$ cat config.mk
export PLATFORM = sky130hd
export DESIGN_NAME = usb_endpoint_control
export DESIGN_NICKNAME = d
export VERILOG_FILES = /design/src/usb_ep_pkg.sv /design/src/in_endpoint.sv /design/src/usb_endpoint_control.sv
export VERILOG_INCLUDE_DIRS = /design/src
export SDC_FILE = /design/constraint.sdc
export NUM_CORES = 1
export LEC_CHECK = 0
export BUFFER_PORTS_ARGS = -buffer_cell sky130_fd_sc_hd__buf_2
export CORE_MARGIN = 5
export CORE_UTILIZATION = 45
export CTS_CLUSTER_DIAMETER = 80
export DETAILED_ROUTE_END_ITERATION = 6
export PLACE_DENSITY = 0.7
export SYNTH_ARGS = -nofsm -noshare
export SYNTH_HDL_FRONTEND = slang
export SYNTH_SLANG_ARGS = --single-unit
$ cat constraint.sdc
create_clock -name CLK -period 3.1 [get_ports CLK]
set_input_delay 0.31 -clock CLK [delete_from_list [all_inputs] [get_ports CLK]]
set_output_delay 0.31 -clock CLK [all_outputs]
set_load 0.005 [all_outputs]
$ cat src/usb_ep_regs.svh
`ifndef USB_EP_REGS_SVH
`define USB_EP_REGS_SVH
// Indirect register addresses.
`define ADR_POWER      8'h01
`define ADR_IN_INT     8'h02
`define ADR_IN_IE      8'h07
`define ADR_FRAME_LOW  8'h0C
`define ADR_FRAME_HIGH 8'h0D
`define ADR_INDEX      8'h0E
`define ADR_CSR_LOW    8'h11
`define ADR_CSR_HIGH   8'h12
// Reset values.
`define RST_BYTE       8'h00
`define RST_IN_IE      8'h0F
// Endpoint zero control and status fields.
`define E0_SVC_SETUP   7
`define E0_SVC_OREADY  6
`define E0_SDSTALL     5
`define E0_SETUP_END   4
`define E0_DEND        3
`define E0_STSTALL     2
`define E0_IRDY        1
`define E0_ORDY        0
// IN endpoint control low fields.
`define EL_CLRTOG      6
`define EL_STSTALL     5
`define EL_SDSTALL     4
`define EL_UNDERRUN    2
`define EL_NOTEMPTY    1
`define EL_IRDY        0
// IN endpoint control high fields.
`define EH_DBL         7
`define EH_ISO         6
`define EH_FTOG        3
// Power register field.
`define PW_ISOUPD      7
// Frame number width and slot capacities.
`define FRAME_W        11
`define CAP_SINGLE     2'd1
`define CAP_DOUBLE     2'd2
`endif

$ cat src/usb_ep_pkg.sv
package usb_ep_pkg;
	// Answer given to an IN token, Gray coded.
	typedef enum logic [1:0] {
		RESP_NONE  = 2'b00,
		RESP_DATA  = 2'b01,
		RESP_ZLP   = 2'b11,
		RESP_STALL = 2'b10
	} resp_t;
endpackage

$ cat src/in_endpoint.sv
`timescale 1ns/1ns
`include "usb_ep_regs.svh"
module in_endpoint (
	input  wire logic              clk,        // Clock.
	input  wire logic              rst_n,      // Asynchronous reset, active low.
	input  wire logic              wr_low,     // Write to control low.
	input  wire logic              wr_high,    // Write to control high.
	input  wire logic [7:0]        wdata,      // Write data.
	input  wire logic              token,      // IN token for this endpoint.
	input  wire logic              ack,        // Host ACK for this endpoint.
	input  wire logic              sof,        // Start of frame.
	input  wire logic              iso_update, // Hold new packets to next frame.
	output logic [7:0]             csr_low,    // Control low readback.
	output logic [7:0]             csr_high,   // Control high readback.
	output usb_ep_pkg::resp_t      resp,       // Answer to the current token.
	output logic                   toggle,     // Data toggle.
	output logic                   irq         // Endpoint event pulse.
);
	import usb_ep_pkg::*;

	logic       send_stall, sent_stall, underrun, force_tog, iso, dbl;
	logic       ready, hold, wait_ack, load, sent;
	logic [1:0] cnt, cap, next_cnt;

	// Pick the answer to an IN token.
	always_comb begin
		if (!token)
			resp = RESP_NONE;
		else if (send_stall)
			resp = RESP_STALL;                        // [RULE10]
		else if (cnt != 2'd0 && !hold)
			resp = RESP_DATA;                         // [RULE21]
		else if (iso)
			resp = RESP_ZLP;                          // [RULE18] [RULE20]
		else
			resp = RESP_NONE;
	end

	assign cap      = dbl ? `CAP_DOUBLE : `CAP_SINGLE;
	assign load     = wr_low && wdata[`EL_IRDY] && !ready;
	assign sent     = (resp == RESP_DATA);
	assign next_cnt = 2'(cnt + {1'b0, load} - {1'b0, sent});
	assign irq      = (resp == RESP_STALL) || sent; // [RULE11] [RULE15]

	// Packet slot count; ready reads one only while no slot is free.
	always_ff @(posedge clk or negedge rst_n) begin
		if (!rst_n) begin
			cnt   <= 2'd0;
			ready <= 1'b0;
		end else begin
			cnt   <= next_cnt;
			ready <= (next_cnt >= cap);               // [RULE13] [RULE14]
		end
	end

	// Packets loaded in iso mode under iso update wait for the next start of frame.
	always_ff @(posedge clk or negedge rst_n) begin
		if (!rst_n)
			hold <= 1'b0;
		else if (load && iso && iso_update)
			hold <= 1'b1;                             // [RULE21]
		else if (sof)
			hold <= 1'b0;
	end

	// Stall request and sticky status flags; hardware set wins.
	always_ff @(posedge clk or negedge rst_n) begin
		if (!rst_n) begin
			send_stall <= 1'b0;
			sent_stall <= 1'b0;
			underrun   <= 1'b0;
		end else begin
			if (wr_low)
				send_stall <= wdata[`EL_SDSTALL];
			sent_stall <= (resp == RESP_STALL) ||
				(sent_stall && !(wr_low && !wdata[`EL_STSTALL])); // [RULE11] [RULE12]
			underrun   <= (resp == RESP_ZLP) ||
				(underrun && !(wr_low && !wdata[`EL_UNDERRUN]));  // [RULE20]
		end
	end

	// Data toggle: forced alternation or advance on host ACK.
	always_ff @(posedge clk or negedge rst_n) begin
		if (!rst_n) begin
			toggle   <= 1'b0;
			wait_ack <= 1'b0;
		end else begin
			if (wr_low && wdata[`EL_CLRTOG])
				toggle <= 1'b0;
			else if (sent && force_tog)
				toggle <= !toggle;                    // [RULE16]
			else if (ack && wait_ack && !force_tog)
				toggle <= !toggle;                    // [RULE17]
			if (sent)
				wait_ack <= !iso;
			else if (ack || token)
				wait_ack <= 1'b0;
		end
	end

	// Mode bits.
	always_ff @(posedge clk or negedge rst_n) begin
		if (!rst_n) begin
			force_tog <= 1'b0;
			iso       <= 1'b0;
			dbl       <= 1'b0;
		end else if (wr_high) begin
			force_tog <= wdata[`EH_FTOG];
			iso       <= wdata[`EH_ISO];                // [RULE18]
			dbl       <= wdata[`EH_DBL];
		end
	end

	// Readback of the control bytes; unused bits and the clear-toggle strobe read zero.
	always_comb begin
		csr_low                = `RST_BYTE;
		csr_low[`EL_STSTALL]   = sent_stall;
		csr_low[`EL_SDSTALL]   = send_stall;
		csr_low[`EL_UNDERRUN]  = underrun;
		csr_low[`EL_NOTEMPTY]  = (cnt != 2'd0);
		csr_low[`EL_IRDY]      = ready;
		csr_high               = `RST_BYTE;
		csr_high[`EH_DBL]      = dbl;
		csr_high[`EH_ISO]      = iso;
		csr_high[`EH_FTOG]     = force_tog;
	end
endmodule

$ cat src/usb_endpoint_control.sv
`timescale 1ns/1ns
`include "usb_ep_regs.svh"
// Notes on behaviour
// RULE1: Frame number low register holds low byte of last received frame number.
// RULE2: Interrupt request rises when any enabled interrupt flag is set.
// RULE3: Reading an interrupt flag register clears all its flags; software cannot write them.
// RULE4: A global enable from the processor gates the interrupt request.
// RULE5: Setup end sets if control transaction ends without data end; serviced write clears it.
// RULE6: Serviced output ready write clears output ready; it reads back zero.
// RULE7: Endpoint zero send stall answers with STALL, then clears itself.
// RULE8: Data end is set by software and cleared by hardware afterwards.
// RULE9: Endpoint zero input ready clears with interrupt on send or overwrite.
// RULE10: IN endpoint with send stall set answers every IN token with STALL.
// RULE11: Each STALL sent sets the sent stall flag and raises an interrupt.
// RULE12: Firmware clears sent stall itself; hardware never clears it.
// RULE13: Input ready resets once a packet slot is free.
// RULE14: Double buffered endpoint clears input ready right after first load, no interrupt.
// RULE15: IN data interrupt only when a data packet is sent.
// RULE16: Force toggle alternates data toggle on every sent IN packet.
// RULE17: Without force toggle, toggle advances only on host ACK.
// RULE18: Isochronous select bit puts the endpoint in isochronous mode.
// RULE19: Firmware should enable double buffering on isochronous IN endpoints.
// RULE20: Isochronous token with empty FIFO sends zero length packet, sets underrun.
// RULE21: With iso update, new packets wait for the next start of frame.
// RULE22: Registers are reached through an address register and a data register.
// RULE23: Endpoint registers are selected by writing the endpoint number to an index.
module usb_endpoint_control #(
	parameter int NUM_IN_EP = 3
) (
	input  wire logic              CLK,           // System clock.
	input  wire logic              RST_N,         // Asynchronous reset, active low.
	input  wire logic              ADDR_WE,       // Write indirect address register.
	input  wire logic              DATA_WE,       // Write indirect data register.
	input  wire logic              DATA_RE,       // Read indirect data register.
	input  wire logic [7:0]        WDATA,         // Write data.
	output logic [7:0]             RDATA,         // Read data, valid after read.
	input  wire logic              GLOBAL_INT_EN, // Global interrupt enable bit.
	output logic                   USB_IRQ,       // Interrupt request.
	input  wire logic              SOF_STB,       // Start of frame received.
	input  wire logic [10:0]       FRAME_NUM,     // Frame number with SOF_STB.
	input  wire logic              IN_TOKEN,      // IN token received.
	input  wire logic [1:0]        TOKEN_EP,      // Endpoint of token or ACK.
	input  wire logic              HOST_ACK,      // ACK received from host.
	input  wire logic              SETUP_RX,      // SETUP packet on endpoint zero.
	input  wire logic              OUT_RX0,       // OUT data on endpoint zero.
	input  wire logic              CTRL_END,      // Control transaction ended.
	output logic                   TX_VALID,      // Answer pulse.
	output usb_ep_pkg::resp_t      TX_KIND,       // Answer kind.
	output logic [1:0]             TX_EP,         // Answer endpoint.
	output logic                   TX_TOGGLE      // Data toggle of the answer.
);
	import usb_ep_pkg::*;

	logic [7:0]                   addr, index, in_ie;
	logic [`FRAME_W-1:0]          frame;
	logic                         iso_update;
	logic [NUM_IN_EP:0]           in_flags, flag_set;
	logic                         e0_oready, e0_stall, e0_setup_end, e0_dend;
	logic                         e0_sent_stall, e0_iready;
	logic                         wr0, tx0, stall0, data0, rd_flags;
	logic [7:0]                   e0_csr, rd_mux;
	logic [NUM_IN_EP:1][7:0]      ep_low, ep_high;
	logic [NUM_IN_EP:1]           ep_tog, ep_irq;
	resp_t                        ep_resp [1:NUM_IN_EP];
	resp_t                        next_kind;
	logic                         next_tog;

	// Address and index selection for indirect access.
	always_ff @(posedge CLK or negedge RST_N) begin
		if (!RST_N) begin
			addr  <= `RST_BYTE;
			index <= `RST_BYTE;
		end else begin
			if (ADDR_WE)
				addr <= WDATA;                                  // [RULE22]
			if (DATA_WE && addr == `ADR_INDEX)
				index <= WDATA;                                 // [RULE23]
		end
	end

	// Interrupt enables and the iso update control.
	always_ff @(posedge CLK or negedge RST_N) begin
		if (!RST_N) begin
			in_ie      <= `RST_IN_IE;
			iso_update <= 1'b0;
		end else if (DATA_WE) begin
			if (addr == `ADR_IN_IE)
				in_ie <= WDATA;
			if (addr == `ADR_POWER)
				iso_update <= WDATA[`PW_ISOUPD];
		end
	end

	// Frame number capture on each start of frame.
	always_ff @(posedge CLK or negedge RST_N) begin
		if (!RST_N)
			frame <= '0;
		else if (SOF_STB)
			frame <= FRAME_NUM;                                 // [RULE1]
	end

	// Endpoint zero strobes: control write, IN token, and the stall or data answer.
	assign wr0    = DATA_WE && addr == `ADR_CSR_LOW && index == `RST_BYTE;
	assign tx0    = IN_TOKEN && TOKEN_EP == 2'd0;
	assign stall0 = tx0 && e0_stall;
	assign data0  = tx0 && !e0_stall && e0_iready;

	// Endpoint zero handshake bits; hardware set wins over software clear.
	always_ff @(posedge CLK or negedge RST_N) begin
		if (!RST_N) begin
			e0_oready <= 1'b0;
			e0_stall  <= 1'b0;
			e0_setup_end  <= 1'b0;
			e0_dend       <= 1'b0;
			e0_sent_stall <= 1'b0;
			e0_iready <= 1'b0;
		end else begin
			e0_oready <= SETUP_RX || OUT_RX0 ||
				(e0_oready && !(wr0 && WDATA[`E0_SVC_OREADY]));   // [RULE6]
			e0_stall  <= wr0 ? WDATA[`E0_SDSTALL] : (e0_stall && !stall0); // [RULE7]
			e0_setup_end <= (CTRL_END && !e0_dend) ||
				(e0_setup_end && !(wr0 && WDATA[`E0_SVC_SETUP])); // [RULE5]
			if (wr0 && WDATA[`E0_DEND])
				e0_dend <= 1'b1;
			else if (CTRL_END)
				e0_dend <= 1'b0;                                // [RULE8]
			e0_sent_stall <= stall0 ||
				(e0_sent_stall && !(wr0 && !WDATA[`E0_STSTALL])); // [RULE7]
			e0_iready <= (wr0 && WDATA[`E0_IRDY]) ||
				(e0_iready && !(data0 || SETUP_RX || OUT_RX0));   // [RULE9]
		end
	end

	// Endpoint zero status byte; the serviced bits always read zero.
	always_comb begin
		e0_csr              = `RST_BYTE;
		e0_csr[`E0_SDSTALL] = e0_stall;
		e0_csr[`E0_SETUP_END] = e0_setup_end;
		e0_csr[`E0_DEND]    = e0_dend;
		e0_csr[`E0_STSTALL] = e0_sent_stall;
		e0_csr[`E0_IRDY]    = e0_iready;
		e0_csr[`E0_ORDY]    = e0_oready;
	end

	// One IN endpoint instance per endpoint number above zero.
	for (genvar k = 1; k <= NUM_IN_EP; k++) begin : g_ep
		in_endpoint u_ep (
			.clk        (CLK),
			.rst_n      (RST_N),
			.wr_low     (DATA_WE && addr == `ADR_CSR_LOW && index == 8'(k)),
			.wr_high    (DATA_WE && addr == `ADR_CSR_HIGH && index == 8'(k)),
			.wdata      (WDATA),
			.token      (IN_TOKEN && TOKEN_EP == 2'(k)),
			.ack        (HOST_ACK && TOKEN_EP == 2'(k)),
			.sof        (SOF_STB),
			.iso_update (iso_update),
			.csr_low    (ep_low[k]),
			.csr_high   (ep_high[k]),
			.resp       (ep_resp[k]),
			.toggle     (ep_tog[k]),
			.irq        (ep_irq[k])
		);
	end

	// Interrupt sources per endpoint.
	assign flag_set = {ep_irq, stall0 || data0 || SETUP_RX || OUT_RX0 ||
		(CTRL_END && !e0_dend)};                                 // [RULE9]
	assign rd_flags = DATA_RE && addr == `ADR_IN_INT;

	// Sticky flags cleared by reading; a new event in the same cycle survives.
	always_ff @(posedge CLK or negedge RST_N) begin
		if (!RST_N)
			in_flags <= '0;
		else
			in_flags <= (rd_flags ? '0 : in_flags) | flag_set;   // [RULE3]
	end

	// Enabled flags gated by the global enable.
	always_ff @(posedge CLK or negedge RST_N) begin
		if (!RST_N)
			USB_IRQ <= 1'b0;
		else
			USB_IRQ <= GLOBAL_INT_EN &&
				|(in_flags & in_ie[NUM_IN_EP:0]);                 // [RULE2] [RULE4]
	end

	// Read multiplexer for the data register.
	always_comb begin
		rd_mux = `RST_BYTE;
		case (addr)
			`ADR_FRAME_LOW:  rd_mux = frame[7:0];
			`ADR_FRAME_HIGH: rd_mux = 8'(frame[`FRAME_W-1:8]);
			`ADR_INDEX:      rd_mux = index;
			`ADR_IN_INT:     rd_mux = 8'(in_flags);
			`ADR_IN_IE:      rd_mux = in_ie;
			`ADR_POWER:      rd_mux = {iso_update, 7'd0};
			`ADR_CSR_LOW: begin
				if (index == `RST_BYTE)
					rd_mux = e0_csr;
				for (int i = 1; i <= NUM_IN_EP; i++)
					if (index == 8'(i))
						rd_mux = ep_low[i];
			end
			`ADR_CSR_HIGH: begin
				for (int i = 1; i <= NUM_IN_EP; i++)
					if (index == 8'(i))
						rd_mux = ep_high[i];
			end
			default:         rd_mux = `RST_BYTE;
		endcase
	end

	// Read data is captured on the read strobe and holds until the next read.
	always_ff @(posedge CLK or negedge RST_N) begin
		if (!RST_N)
			RDATA <= `RST_BYTE;
		else if (DATA_RE)
			RDATA <= rd_mux;
	end

	// Select the answer of the addressed endpoint.
	always_comb begin
		next_kind = RESP_NONE;
		next_tog  = 1'b0;
		if (tx0)
			next_kind = stall0 ? RESP_STALL : (data0 ? RESP_DATA : RESP_NONE);
		for (int i = 1; i <= NUM_IN_EP; i++)
			if (TOKEN_EP == 2'(i)) begin
				next_kind = ep_resp[i];
				next_tog  = ep_tog[i];
			end
	end

	// Registered answer to the host; a missing pulse means the token is refused.
	always_ff @(posedge CLK or negedge RST_N) begin
		if (!RST_N) begin
			TX_VALID  <= 1'b0;
			TX_KIND   <= RESP_NONE;
			TX_EP     <= 2'd0;
			TX_TOGGLE <= 1'b0;
		end else begin
			TX_VALID  <= IN_TOKEN && next_kind != RESP_NONE;
			TX_KIND   <= next_kind;
			TX_EP     <= TOKEN_EP;
			TX_TOGGLE <= next_tog;
		end
	end
endmodule

==> Implementation_results.wiki <==
{| class="wikitable"
! Metric !! Value
|-
| Die area || between 0.01 and 0.015 mm²
|-
| Vias per inst || roughly 5.8
|-
| Max-cap violations || 0
|-
| Cell Rows || 38
|-
| Effective utilization at floorplan || 46.4%
|-
| Worst skew pair latency || ~0.35 ns
|-
| Post-DP Area || 0.00544 mm²
|-
| Share of total power in sequential cells || 48.4%
|-
| Largest vdd supply drop || 340 µV
|-
| Worst setup slack for register-to-register paths || 0.20 ns
|-
| Total wirelength of the detailed-routed design || 12,700 µm
|-
| Count of clock tree sinks || between 90 and 100
|-
| DRC errors left || 0
|-
| WS Path Type || reg -> reg
|-
| Clock Tree Root || sky130_fd_sc_hd__clkbuf_16
|-
| Number of failing hold endpoints at the final stage || 0
|-
| WP data required || approximately 3.3 ns
|-
| Total number of vias || 3,726
|-
| Longest Clk Path Bufs || 2
|-
| Final Slew Violations || 0
|-
| Top Ports || 48
|-
| Most common cell after layout, fill and taps aside || sky130_fd_sc_hd__dfrtp_1
|-
| Maximum number of pins on one net before global-route repair || 38
|-
| Switching fraction of total power || between 20 and 30%
|-
| Unrepaired setup endpoints after global routing || false
|-
| # Post-CTS Setup Buffers || 0
|-
| Slew @ Worst Pin || 0.649 ns
|-
| H-tree level count || 3
|-
| Predominant post-synthesis flop cell || sky130_fd_sc_hd__dfrtp_1
|-
| Maximum fanout along the worst path || 6
|-
| Sum of negative setup slack || 0 ns
|-
| Total Routing Usage GR || 20.2%
|-
| Vertical extent of the die || ~120 µm
|-
| Cell with the biggest individual delay on the critical path || sky130_fd_sc_hd__nor4_2
|-
| Async set-reset flop share out of synthesis || 100%
|-
| Synthesis-stage register bit count || 97
|-
| Clock share of power || a little over a third
|-
| Violation count after the first detailed-route iteration || 361
|-
| Critical path endpoint category || flop
|-
| Area of the mapped netlist || roughly 0.0051 mm²
|-
| Final setup violation count || 0
|-
| Cell count after synthesis || 444
|-
| Antenna violations before repair || 0
|-
| Count of warnings emitted by yosys || 0
|-
| Maximum operating frequency || approximately 350 MHz
|-
| Sequential element share of the synthesized area || 47.9%
|-
| Class of the worst hold path || in -> reg
|-
| Clock-pin slew on the worst setup and hold paths || roughly 0.07 ns
|-
| Lkg Pwr || about 2.6 nW
|-
| Avg WL per Cell || 19.8 µm
|-
| Internal portion of total power || 2.22 mW
|-
| Number of nets in the synthesized netlist || 498
|-
| P_sw || approximately 870 µW
|-
| Leading cell types in the layout, fill and taps excluded || sky130_fd_sc_hd__dfrtp_1, sky130_fd_sc_hd__mux2_2, sky130_fd_sc_hd__buf_2, sky130_fd_sc_hd__inv_1, sky130_fd_sc_hd__nand2_1
|-
| Power per cell area || ~540 mW/mm²
|-
| Library cells used by synthesis || 64
|-
| Fraction of final layout cells with drive strength greater than 1 || between 20% and 30%
|-
| Num CTS Buffers || 9
|-
| Core Util, Final || between 50% and 60%
|-
| Number of fill cells || approximately 1,000
|-
| Number of flops mapped to enable cells by yosys || 0
|-
| Design Area, Final || 0.00574 mm²
|-
| Gate power share || approximately 17%
|-
| Crit path launch type || flop
|-
| Vias in the first global route || ~3,800
|-
| Crit path time final || between 2 and 3 ns
|-
| Series of cell instances along the critical path || nor4_2 > and4_1 > nand4_2 > nor3_1 > xor2_1 > ha_1 > xor2_1 > xnor2_1 > ha_1 > a21o_1
|-
| Synthesized area per cell || 11.4 µm²
|-
| Worst clock skew || 0.0115 ns
|-
| Number of antenna cells inserted || 0
|-
| Routability congestion estimate from global placement || ~0.90
|-
| Half-perimeter wire length of the detailed placement result || approximately 9400 µm
|-
| Area inside the core boundary || 0.0109 mm²
|-
| Sum of internal, switching and leakage power || a little over 3 mW
|-
| Global-route wire length before repair || around 21,000 µm
|-
| Crit-path max cell delay || ~0.43 ns
|-
| Pre-Repair DR Iteration Count || 5
|-
| Number of buffers added on ports || 47
|-
| Tcrit/Tclk final || 93.4%
|-
| Final Hold Slack || 0.159 ns
|-
| Status || complete, no violations
|-
| Antenna Violating Nets Remaining || 0
|-
| Relative slew slack || between 50% and 60%
|-
| Critical path data arrival time || 3.13 ns
|-
| Synthesis-to-layout area growth || 13.0%
|-
| Overflow left after global routing || 0
|-
| CTS tree || yes
|-
| Die width || 116 µm
|-
| Final Net Count || 550
|}
area by class of cell:
class                      instances  area, µm²  share of cell area [%]
clock inverter                     3       25.0                   0.436
timing repair buffer              57        315                    5.49
tap                              140        175                    3.05
inverter                          30        113                    1.96
clock buffer                      13        260                    4.53
sequential                        97       2430                    42.4
multi-input combinational        301       2420                    42.1
power by group through the flow:
stage / sequential, mW / combinational (mW) / clock (mW)
2_1_floorplan: 1.48 / 0.348 / 0
3_3_place_gp: 1.51 / 0.479 / 0
3_5_place_dp: 1.52 / 0.510 / 0
4_1_cts: 1.49 / 0.514 / 1.10
5_1_grt: 1.51 / 0.575 / 1.15
6_report: 1.49 / 0.513 / 1.08
registers in the layout, indices dropped and copies added (netlist names), 2 cells and up:
register and count:
index 8, in_ie 8, TX_EP 2, g_ep.u_ep.ready 3
addr 8, TX_KIND 2, g_ep.u_ep.underrun 3, g_ep.u_ep.hold 3
g_ep.u_ep.sent_stall 3, in_flags 4, g_ep.u_ep.dbl 3, g_ep.u_ep.wait_ack 3
g_ep.u_ep.send_stall 3, g_ep.u_ep.force_tog 3, frame 11, g_ep.u_ep.iso 3
g_ep.u_ep.toggle 3, g_ep.u_ep.cnt 6, RDATA 8
worst paths after layout:
path | from | to | cells after the start
setup / recovery | index[3] | g_ep[2].u_ep.ready | 10
hold / removal | OUT_RX0 | e0_oready | 2
setup reg to reg | index[3] | g_ep[2].u_ep.ready | 10
hold reg to reg | g_ep[1].u_ep.wait_ack | g_ep[1].u_ep.wait_ack | 2
max in group asynchronous | RST_N | in_ie[2] | 3
min in group asynchronous | RST_N | g_ep[2].u_ep.cnt[1] | 2
kinds of logic (layout without fill, tap and decap cells):
| group | Yosys count | after routing | share of synthesized area (%) |
|---|---|---|---|
| AO/OA/AOI/OAI | 90 | 90 | 11.9 |
| XOR/XNOR | 12 | 12 | 2.07 |
| adder cells (fa/ha/maj) | 21 | 21 | 5.17 |
| buffers and inverters | 46 | 103 | 4.48 |
| flip-flops | 97 | 97 | 47.9 |
| multiplexers | 59 | 59 | 14.1 |
| AND/OR/NAND/NOR | 119 | 119 | 14.4 |
layer usage:
layer	track usage (%)	up-vias	part of all wire, %
met5	0	-	0
met3	4.04	17	6.1
met4	6.96	0	1.7
li1	-	1718	-
met2	31.3	120	48
met1	28.3	1871	45
cell usage after synthesis (4+ instances only):
master	instances	area, µm²
sky130_fd_sc_hd__o31ai_1	5	37.5
sky130_fd_sc_hd__dfrtp_1	93	2330
sky130_fd_sc_hd__xnor2_1	6	52.6
sky130_fd_sc_hd__nand2b_1	16	100
sky130_fd_sc_hd__o21ai_0	26	130
sky130_fd_sc_hd__dfstp_2	4	105
sky130_fd_sc_hd__nor2_1	15	56.3
sky130_fd_sc_hd__o22ai_1	5	31.3
sky130_fd_sc_hd__nand3_1	7	35.0
sky130_fd_sc_hd__o2bb2ai_1	9	78.8
sky130_fd_sc_hd__ha_1	21	263
sky130_fd_sc_hd__nor2b_1	4	25.0
sky130_fd_sc_hd__mux4_2	5	113
sky130_fd_sc_hd__and3_1	4	25.0
sky130_fd_sc_hd__a21oi_1	12	60.1
sky130_fd_sc_hd__nor3_1	9	45.0
sky130_fd_sc_hd__clkbuf_1	8	30.0
sky130_fd_sc_hd__nor3_2	5	50.1
sky130_fd_sc_hd__inv_1	29	109
sky130_fd_sc_hd__nand2_1	28	105
sky130_fd_sc_hd__a22oi_1	10	75.1
sky130_fd_sc_hd__mux2_2	52	586
sky130_fd_sc_hd__xor2_1	6	52.6
repair_timing:
item,4_1_cts,5_1_grt
gates resized for setup,0,0
hold buffers,1,0
endpoints found under the hold margin,35,0
critical path, delay by kind of cell, from the launching register on:
family / cells / cell delay (ns)
and+or+nand+nor: 4 / 1.19
DFF: 1 / 0.40
adders and majority gates: 2 / 0.48
xor gates and xnor gates: 3 / 0.56
AOI/OAI and AO/OA: 1 / 0.16
stage by stage:
step / cells / setup slack (ns)
after global routing: 641 / 0.0389
after global placement: 624 / 0.364
after CTS: 641 / 0.203
final: 641 / 0.205
after floorplan: 444 / 0.570
after detailed placement: 624 / 0.224
No activity file was read; power rests on OpenSTA's default activity.
